### src/mct_map.svh
// Register offsets, field positions and reset values of the multi-channel timer
`ifndef MCT_MAP_SVH
`define MCT_MAP_SVH

`define MCT_NUM_CH 4
`define MCT_ADDR_W 8
`define MCT_CNT_W 16

`define MCT_OFF_BLK_CTRL 8'h00
`define MCT_OFF_COUNT 8'h04
`define MCT_OFF_RELOAD 8'h08
`define MCT_OFF_CH_BASE 8'h10
`define MCT_CH_STRIDE 8'h08
`define MCT_CH_CMP_OFS 8'h04
`define MCT_CH_CTRL_OFS 8'h00

`define MCT_BLK_EN_BIT 0
`define MCT_BLK_UPDOWN_BIT 1

`define MCT_CH_EN_BIT 7
`define MCT_CH_POL_BIT 6
`define MCT_CH_IEN_BIT 5
`define MCT_CH_AUX_BIT 4
`define MCT_CH_RSVD_BIT 3
`define MCT_CH_METH_MSB 2
`define MCT_CH_METH_LSB 0
`define MCT_CH_CTRL_WMASK 8'hF7

`define MCT_RST_CH_CTRL 8'h00
`define MCT_RST_COUNT 16'h0000
`define MCT_RST_RELOAD 16'hFFFF
`define MCT_RST_CMP 16'h0000
`define MCT_CNT_ZERO 16'h0000
`define MCT_CNT_ONE 16'h0001

`endif

### src/mct_pkg.sv
// Types shared by the multi-channel timer
package mct_pkg;
  typedef enum logic [2:0] {
    METH_ONE_SHOT = 3'h0,
    METH_CONT_CMP = 3'h1,
    METH_PWM = 3'h2,
    METH_CAPTURE = 3'h3,
    METH_IDLE4 = 3'h4,
    METH_IDLE5 = 3'h5,
    METH_IDLE6 = 3'h6,
    METH_IDLE7 = 3'h7
  } method_t;
  typedef logic [15:0] count_t;
endpackage

### src/mct_timer.sv
// Multi-channel timer: shared counter, per-channel compare/PWM/capture, APB slave
// Notes on behaviour
// RQ1: The counter and outputs keep running whenever the block is enabled, regardless of processor halt.
// RQ2: While stop mode is asserted all timer activity freezes as if the clock had stopped.
// RQ3: Stop mode resets nothing, so counting resumes from the held state afterwards.
// RQ4: A cleared block enable stops all counter and channel activity.
// RQ5: A cleared channel enable stops only that channel's private logic.
// RQ6: Register reads and writes complete normally whatever the enables hold.
// RQ7: Each channel has an 8-bit control register resetting to zero with enable, polarity, interrupt, aux and method fields.
// RQ8: In one-shot and continuous compare a disabled channel drives its polarity level.
// RQ9: In one-shot an enabled channel inverts its output for exactly one cycle on compare match.
// RQ10: In continuous compare an enabled channel toggles and holds its output on each compare match.
// RQ11: In PWM a disabled channel drives low whatever its polarity.
// RQ12: In PWM an enabled channel goes high on match and low at reload (modulo) or when counting down through compare.
// RQ13: In capture the count is latched on a rising input edge with polarity 0, falling edge with polarity 1.
// RQ14: Up/down counting lets two channels with offset compares form complementary PWM with dead time.
// RQ15: Method codes are 0 one-shot, 1 continuous compare, 2 PWM, 3 capture, others idle.
// RQ16: Control bit 3 reads zero and ignores writes.
//
// Chosen here: the APB interface to the registers and the address map.
`timescale 1ns/100ps
`include "mct_map.svh"

module mct_timer (
  input wire logic I_REF_CLK,
  input wire logic I_RST,
  input wire logic I_STOP,
  input wire logic I_PSEL,
  input wire logic I_PENABLE,
  input wire logic I_PWRITE,
  input wire logic [`MCT_ADDR_W-1:0] I_PADDR,
  input wire logic [31:0] I_PWDATA,
  output logic [31:0] O_PRDATA,
  output logic O_PREADY,
  output logic O_PSLVERR,
  input wire logic [`MCT_NUM_CH-1:0] I_CH_IN,
  output logic [`MCT_NUM_CH-1:0] O_CH_OUT
);

  // Byte address of one channel register
  function automatic logic [`MCT_ADDR_W-1:0] ch_addr(input int ch, input logic [`MCT_ADDR_W-1:0] ofs);
    logic [`MCT_ADDR_W-1:0] base;
    base = `MCT_OFF_CH_BASE + `MCT_ADDR_W'(ch * `MCT_CH_STRIDE);
    return base + ofs;
  endfunction

  logic pready_ff;
  logic [31:0] prdata_ff;
  logic pslverr_ff;
  logic blk_en_ff;
  logic updown_ff;
  mct_pkg::count_t count_ff;
  mct_pkg::count_t reload_ff;
  logic dir_down_ff;
  mct_pkg::count_t nxt_count;
  logic nxt_dir_down;
  logic acc_done;
  logic wr_en;
  logic blk_run;
  logic step_down;
  logic at_reload;
  logic [31:0] rd_data;
  logic rd_err;
  logic [7:0] ctrl_arr [`MCT_NUM_CH];
  mct_pkg::count_t cmp_arr [`MCT_NUM_CH];
  logic [`MCT_NUM_CH-1:0] ch_out_w;

  // Completion edge: access phase with ready already high
  assign acc_done = I_PSEL & I_PENABLE & pready_ff;
  assign wr_en = acc_done & I_PWRITE;
  // RQ2: RQ3: stop freezes, nothing reset
  // RQ4: block enable gating
  // RQ1: no halt term, runs while enabled
  assign blk_run = blk_en_ff & ~I_STOP;

  // RQ6: bus path ignores all enables
  always_ff @(posedge I_REF_CLK or posedge I_RST) begin
    if (I_RST) begin
      pready_ff <= 1'b0;
    end else begin
      pready_ff <= I_PSEL & I_PENABLE & ~pready_ff;
    end
  end

  always_ff @(posedge I_REF_CLK or posedge I_RST) begin
    if (I_RST) begin
      prdata_ff <= 32'h0000_0000;
      pslverr_ff <= 1'b0;
    end else if (I_PSEL & I_PENABLE & ~pready_ff) begin
      prdata_ff <= I_PWRITE ? 32'h0000_0000 : rd_data;
      pslverr_ff <= rd_err;
    end else begin
      prdata_ff <= 32'h0000_0000;
      pslverr_ff <= 1'b0;
    end
  end

  always_comb begin
    rd_data = 32'h0000_0000;
    rd_err = 1'b1;
    if (I_PADDR == `MCT_OFF_BLK_CTRL) begin
      rd_data[`MCT_BLK_EN_BIT] = blk_en_ff;
      rd_data[`MCT_BLK_UPDOWN_BIT] = updown_ff;
      rd_err = 1'b0;
    end else if (I_PADDR == `MCT_OFF_COUNT) begin
      rd_data[`MCT_CNT_W-1:0] = count_ff;
      rd_err = 1'b0;
    end else if (I_PADDR == `MCT_OFF_RELOAD) begin
      rd_data[`MCT_CNT_W-1:0] = reload_ff;
      rd_err = 1'b0;
    end
    for (int c = 0; c < `MCT_NUM_CH; c++) begin
      if (I_PADDR == ch_addr(c, `MCT_CH_CTRL_OFS)) begin
        rd_data[7:0] = ctrl_arr[c];
        rd_err = 1'b0;
      end
      if (I_PADDR == ch_addr(c, `MCT_CH_CMP_OFS)) begin
        rd_data[`MCT_CNT_W-1:0] = cmp_arr[c];
        rd_err = 1'b0;
      end
    end
  end

  always_ff @(posedge I_REF_CLK or posedge I_RST) begin
    if (I_RST) begin
      blk_en_ff <= 1'b0;
      updown_ff <= 1'b0;
    end else if (wr_en && I_PADDR == `MCT_OFF_BLK_CTRL) begin
      blk_en_ff <= I_PWDATA[`MCT_BLK_EN_BIT];
      updown_ff <= I_PWDATA[`MCT_BLK_UPDOWN_BIT];
    end
  end

  always_ff @(posedge I_REF_CLK or posedge I_RST) begin
    if (I_RST) begin
      reload_ff <= `MCT_RST_RELOAD;
    end else if (wr_en && I_PADDR == `MCT_OFF_RELOAD) begin
      reload_ff <= I_PWDATA[`MCT_CNT_W-1:0];
    end
  end

  // Counter step: modulo wraps at reload, up/down bounces
  always_comb begin
    nxt_count = count_ff;
    nxt_dir_down = dir_down_ff;
    if (!updown_ff) begin
      nxt_dir_down = 1'b0;
      nxt_count = (count_ff == reload_ff) ? `MCT_CNT_ZERO : count_ff + `MCT_CNT_ONE;
    end else if (reload_ff == `MCT_CNT_ZERO) begin
      nxt_count = `MCT_CNT_ZERO;
      nxt_dir_down = 1'b0;
    end else if (!dir_down_ff) begin
      if (count_ff >= reload_ff) begin
        nxt_count = count_ff - `MCT_CNT_ONE;
        nxt_dir_down = 1'b1;
      end else begin
        nxt_count = count_ff + `MCT_CNT_ONE;
      end
    end else begin
      if (count_ff == `MCT_CNT_ZERO) begin
        nxt_count = `MCT_CNT_ONE;
        nxt_dir_down = 1'b0;
      end else begin
        nxt_count = count_ff - `MCT_CNT_ONE;
      end
    end
  end

  assign step_down = updown_ff & nxt_dir_down;
  assign at_reload = ~updown_ff & (nxt_count == reload_ff);

  // Software write of the count overrides the running step
  always_ff @(posedge I_REF_CLK or posedge I_RST) begin
    if (I_RST) begin
      count_ff <= `MCT_RST_COUNT;
      dir_down_ff <= 1'b0;
    end else if (wr_en && I_PADDR == `MCT_OFF_COUNT) begin
      count_ff <= I_PWDATA[`MCT_CNT_W-1:0];
      dir_down_ff <= 1'b0;
    end else if (blk_run) begin
      count_ff <= nxt_count;
      dir_down_ff <= nxt_dir_down;
    end
  end

  for (genvar g = 0; g < `MCT_NUM_CH; g++) begin : g_ch
    logic [7:0] ctrl_ff;
    mct_pkg::count_t cmp_ff;
    logic out_ff;
    logic in_prev_ff;
    logic ch_run;
    logic cmp_hit;
    logic cap_edge;
    logic pol;
    mct_pkg::method_t meth;

    assign pol = ctrl_ff[`MCT_CH_POL_BIT];
    assign meth = mct_pkg::method_t'(ctrl_ff[`MCT_CH_METH_MSB:`MCT_CH_METH_LSB]);
    // RQ5: per-channel enable gating
    assign ch_run = blk_run & ctrl_ff[`MCT_CH_EN_BIT];
    // Match is taken on the step into the compare value, so it lasts one cycle even if frozen
    assign cmp_hit = ch_run & (nxt_count == cmp_ff);
    // RQ13: edge chosen by polarity
    assign cap_edge = ch_run & (meth == mct_pkg::METH_CAPTURE) &
                      (pol ? (in_prev_ff & ~I_CH_IN[g]) : (~in_prev_ff & I_CH_IN[g]));

    // RQ7: control register, reset zero
    // RQ16: reserved bit masked off
    always_ff @(posedge I_REF_CLK or posedge I_RST) begin
      if (I_RST) begin
        ctrl_ff <= `MCT_RST_CH_CTRL;
      end else if (wr_en && I_PADDR == ch_addr(g, `MCT_CH_CTRL_OFS)) begin
        ctrl_ff <= I_PWDATA[7:0] & `MCT_CH_CTRL_WMASK;
      end
    end

    // RQ13: capture latches count, hardware wins over write
    always_ff @(posedge I_REF_CLK or posedge I_RST) begin
      if (I_RST) begin
        cmp_ff <= `MCT_RST_CMP;
      end else if (cap_edge) begin
        cmp_ff <= count_ff;
      end else if (wr_en && I_PADDR == ch_addr(g, `MCT_CH_CMP_OFS)) begin
        cmp_ff <= I_PWDATA[`MCT_CNT_W-1:0];
      end
    end

    // Input history frozen in stop so a wake does not see a false edge
    always_ff @(posedge I_REF_CLK or posedge I_RST) begin
      if (I_RST) begin
        in_prev_ff <= 1'b0;
      end else if (blk_run) begin
        in_prev_ff <= I_CH_IN[g];
      end
    end

    // Output level per method; whole block frozen while not running
    always_ff @(posedge I_REF_CLK or posedge I_RST) begin
      if (I_RST) begin
        out_ff <= 1'b0;
      end else if (blk_run) begin
        unique case (meth)
          mct_pkg::METH_ONE_SHOT: begin
            // RQ8: disabled holds polarity
            // RQ9: one-cycle inverted pulse
            out_ff <= cmp_hit ? ~pol : pol;
          end
          mct_pkg::METH_CONT_CMP: begin
            // RQ8: disabled holds polarity
            if (!ch_run) begin
              out_ff <= pol;
            // RQ10: toggle and hold
            end else if (cmp_hit) begin
              out_ff <= ~out_ff;
            end
          end
          mct_pkg::METH_PWM: begin
            // RQ11: disabled forced low
            if (!ch_run) begin
              out_ff <= 1'b0;
            // RQ12: high on match, low on reload or down-count match
            // RQ14: offset compares in up/down give dead time
            end else if (cmp_hit) begin
              out_ff <= ~step_down;
            end else if (at_reload) begin
              out_ff <= 1'b0;
            end
          end
          mct_pkg::METH_CAPTURE: begin
            out_ff <= 1'b0;
          end
          mct_pkg::METH_IDLE4, mct_pkg::METH_IDLE5, mct_pkg::METH_IDLE6, mct_pkg::METH_IDLE7: begin
            // RQ15: unassigned codes idle at polarity
            out_ff <= pol;
          end
        endcase
      end
    end

    assign ctrl_arr[g] = ctrl_ff;
    assign cmp_arr[g] = cmp_ff;
    assign ch_out_w[g] = out_ff;
  end

  assign O_PRDATA = prdata_ff;
  assign O_PREADY = pready_ff;
  assign O_PSLVERR = pslverr_ff;
  assign O_CH_OUT = ch_out_w;

endmodule

### config.mk
export PLATFORM = sky130hd
export DESIGN_NAME = mct_timer
export DESIGN_NICKNAME = d
export VERILOG_FILES = /design/src/mct_pkg.sv /design/src/mct_timer.sv
export VERILOG_INCLUDE_DIRS = /design/src
export SDC_FILE = /design/constraint.sdc
export NUM_CORES = 1
export LEC_CHECK = 0
export BUFFER_PORTS_ARGS = -buffer_cell sky130_fd_sc_hd__buf_2
export CORE_AREA = 10 10 138 190
export DETAILED_ROUTE_END_ITERATION = 10
export DIE_AREA = 0 0 148 200
export PLACE_DENSITY = 0.67
export SKIP_LAST_GASP = 1
export SLEW_MARGIN = 20
export SYNTH_ARGS = -nofsm -noshare
export SYNTH_HDL_FRONTEND = slang
export SYNTH_SLANG_ARGS = --single-unit
### constraint.sdc
create_clock -name I_REF_CLK -period 8.33 [get_ports I_REF_CLK]
set_input_delay 0.833 -clock I_REF_CLK [delete_from_list [all_inputs] [get_ports I_REF_CLK]]
set_output_delay 0.833 -clock I_REF_CLK [all_outputs]
set_load 0.05 [all_outputs]
==> results.json <==
{
  "avgRoutedWirePerCell_um": 26.1,
  "drv_cap": 0,
  "synth-simple-area-share": 0.174,
  "async_reset_ff_frac": 1.00,
  "fin_tns_setup_ns": 0,
  "clockRootBuffer": "clkbuf_16",
  "yosysTopAreaCell": "dfrtp_1",
  "final_core_util": 0.532,
  "post-route-period-util": 0.715,
  "vdd_drop_max_uv": 150,
  "synth_top_cells_by_area": "dfrtp_1 31%, mux2i_1 6.8%, mux2_2 5.1%",
  "synth_xor_xnor_area_share": 0.0592,
  "vias_per_cell": 6.57,
  "grt_max_degree": 79,
  "worstSetupStartpointType": "flip-flop",
  "holdWs_ns": 0.480,
  "cts_tree": "built",
  "run_status": "finished clean",
  "cp-end-kind": "flip-flop",
  "drc": 0,
  "gr-usage-all-layers": 0.274,
  "max_slew_margin": 0.232,
  "ios": 88,
  "dp_slack_ns": 2.63,
  "clkTransAtPathRegs_ns": 0.06,
  "clk_path_buf_depth": 2,
  "yosysUniqueCellTypes": 90,
  "syn_area_mm2": 0.0109,
  "drt_iter0_markers": 1064,
  "grt_pass1_wl_um": 61900,
  "grt_pass1_vias": 10100,
  "syn_inst": 1236,
  "ys_ff_latch": 153,
  "synth_mux_area_frac": 0.120,
  "diodes": 0,
  "area_delta_synth_final_pct": 10.0,
  "seq_area_frac_synth": 0.352,
  "coreArea_mm2": 0.0226,
  "cts_hold_buf": 0,
  "numCtsBuffers": 17,
  "post-cts-setup-buffers": 0,
  "synth_compound_area_frac": 0.217,
  "dp.final_hpwl_um": 29300,
  "nets": 1312,
  "vias": 10200,
  "htree_levels": 4,
  "initial_core_util": 0.484,
  "rows": 65,
  "rrSetupSlack_ns": 2.37,
  "die_x_um": 148,
  "antenna_left": 0,
  "ys.flop_type": "dfrtp_1",
  "io_buffers": 55,
  "period_minus_slack_ns": 5.96,
  "drive_above_1_share": 0.166,
  "synth-edff-count": 0,
  "ys_warn_count": 0,
  "final_critical_path_setup_slack_ns": 2.37,
  "cts_sinks": 153,
  "yosys.area_share.adder": 0.0217,
  "layout_common_cells": "137 x dfrtp_1, 111 x nand2_1, 106 x nor2_1, 106 x a21oi_1, 74 x mux2i_1",
  "max_freq_mhz": 168,
  "fillers": 2154,
  "critical_path_class": "flip-flop to flip-flop",
  "post_cts_resize_count": 0,
  "cp.arrival_ns": 6.28,
  "hold_violations": 0,
  "avgSynthCellArea_um2": 8.85,
  "power_density_mw_per_mm2": 148,
  "drv_slew": 0,
  "hold_path_class": "input port to async pin",
  "p_leak_nw": 5.03,
  "rsz0062_at_grt": "no",
  "crit_path_max_fanout": 20,
  "fin_worst_skew_ns": 0.0110,
  "tightestPinTransition_ns": 1.15,
  "required_ns": 8.66,
  "setup_viol": 0,
  "grt_antenna_before_repair": 0,
  "gp_congestion": 1.01,
  "overflow": 0,
  "routed_wl_um": 40600,
  "synth_top_area_frac": 0.313,
  "power_mw": 1.78,
  "die_area_mm2": 0.0296,
  "synth_top_family_by_area": "compound AO/OA/AOI/OAI gates",
  "clock_latency_ns": 0.45,
  "final_common_cell": "dfrtp_1",
  "first_pass_iters": 6,
  "chipHeight_um": 200
}
==> cell type report <==
cell class	count	area (um^2)	area share
clock inverters	12	185	0.0154
multi-input cells	966	6610	0.549
inverters	27	106	0.00883
flip-flops and latches	153	3850	0.320
repair buffers	78	448	0.0372
clock buffers	20	467	0.0388
well taps	301	377	0.0313
==> worst paths after layout <==
kind,endpoint,startpoint,cells after the start
max,g_ch[1].out_ff$_DFFE_PP0P_,count_ff[2]$_DFFE_PP0P_,12
min,g_ch[3].ctrl_ff[2]$_DFFE_PP0P_,I_RST,2
max reg2reg,g_ch[1].out_ff$_DFFE_PP0P_,count_ff[2]$_DFFE_PP0P_,12
min reg2reg,g_ch[3].ctrl_ff[4]$_DFFE_PP0P_,g_ch[3].ctrl_ff[4]$_DFFE_PP0P_,1
max in group asynchronous,dir_down_ff$_DFFE_PP0P_,I_RST,3
min in group I_REF_CLK,g_ch[3].ctrl_ff[4]$_DFFE_PP0P_,g_ch[3].ctrl_ff[4]$_DFFE_PP0P_,1
==> worst max-delay path: stages, from the launching register on <==
cell and delay, ns:
dfrtp_1 0.89, ha_1 0.38, nand4_1 0.22, nor3_1 0.11
o21ai_1 0.83, nand3_1 0.62, a2bb2oi_2 0.64, xnor2_1 0.13
nor4_1 0.50, nand4_1 0.47, o311a_1 0.48, a41oi_1 0.22
mux2_2 0.35
==> layer usage <==
metal,up-vias,part of all wire,GRT usage,routed length [um]
met4,0,0.073,0.201,2990
met5,-,0,0,0
met1,4920,0.36,0.307,14700
met3,178,0.078,0.0599,3180
li1,4567,-,-,-
met2,560,0.49,0.453,19700
==> kinds of logic after synthesis <==
logic type,count (synthesis)
flip-flops,153
multiplexers,125
adder cells (fa/ha/maj),19
XOR/XNOR,74
AO/OA/AOI/OAI,342
buffers and inverters,132
AND/OR/NAND/NOR,390
other,1
==> per-stage QoR <==
step / instance area, um^2 / cells
3_5_place_dp: 11400 / 1525
5_1_grt: 12000 / 1557
2_1_floorplan: 11000 / 1251
6_report: 12000 / 1557
4_1_cts: 12000 / 1557
3_3_place_gp: 11400 / 1525
==> power breakdown <==
group          switching, mW  internal [mW]  leakage, nW
clock network          0.336          0.530        0.318
registers            0.00687          0.748         2.07
logic                  0.118         0.0403         2.64
total                  0.461           1.32         5.03
==> cell usage after synthesis (all sizes together), types with 30 or more instances <==
| cell | count |
|---|---|
| nor3 | 36 |
| nor2 | 106 |
| xor2 | 30 |
| buf | 49 |
| a22oi | 37 |
| mux2 | 50 |
| xnor2 | 44 |
| clkbuf | 56 |
| o21ai | 56 |
| mux2i | 75 |
| a21oi | 106 |
| dfrtp | 137 |
| nand2 | 111 |
==> flip-flops by register name, indices dropped and copies added, names as in the netlist <==
name and count:
g_ch.cmp_ff 64, O_PREADY 1, O_PSLVERR 1, blk_en_ff 1
dir_down_ff 1, count_ff 16, O_PRDATA 16, g_ch.out_ff 4
reload_ff 16, g_ch.in_prev_ff 4, g_ch.ctrl_ff 28, updown_ff 1
No activity file was read; power rests on OpenSTA's default activity.
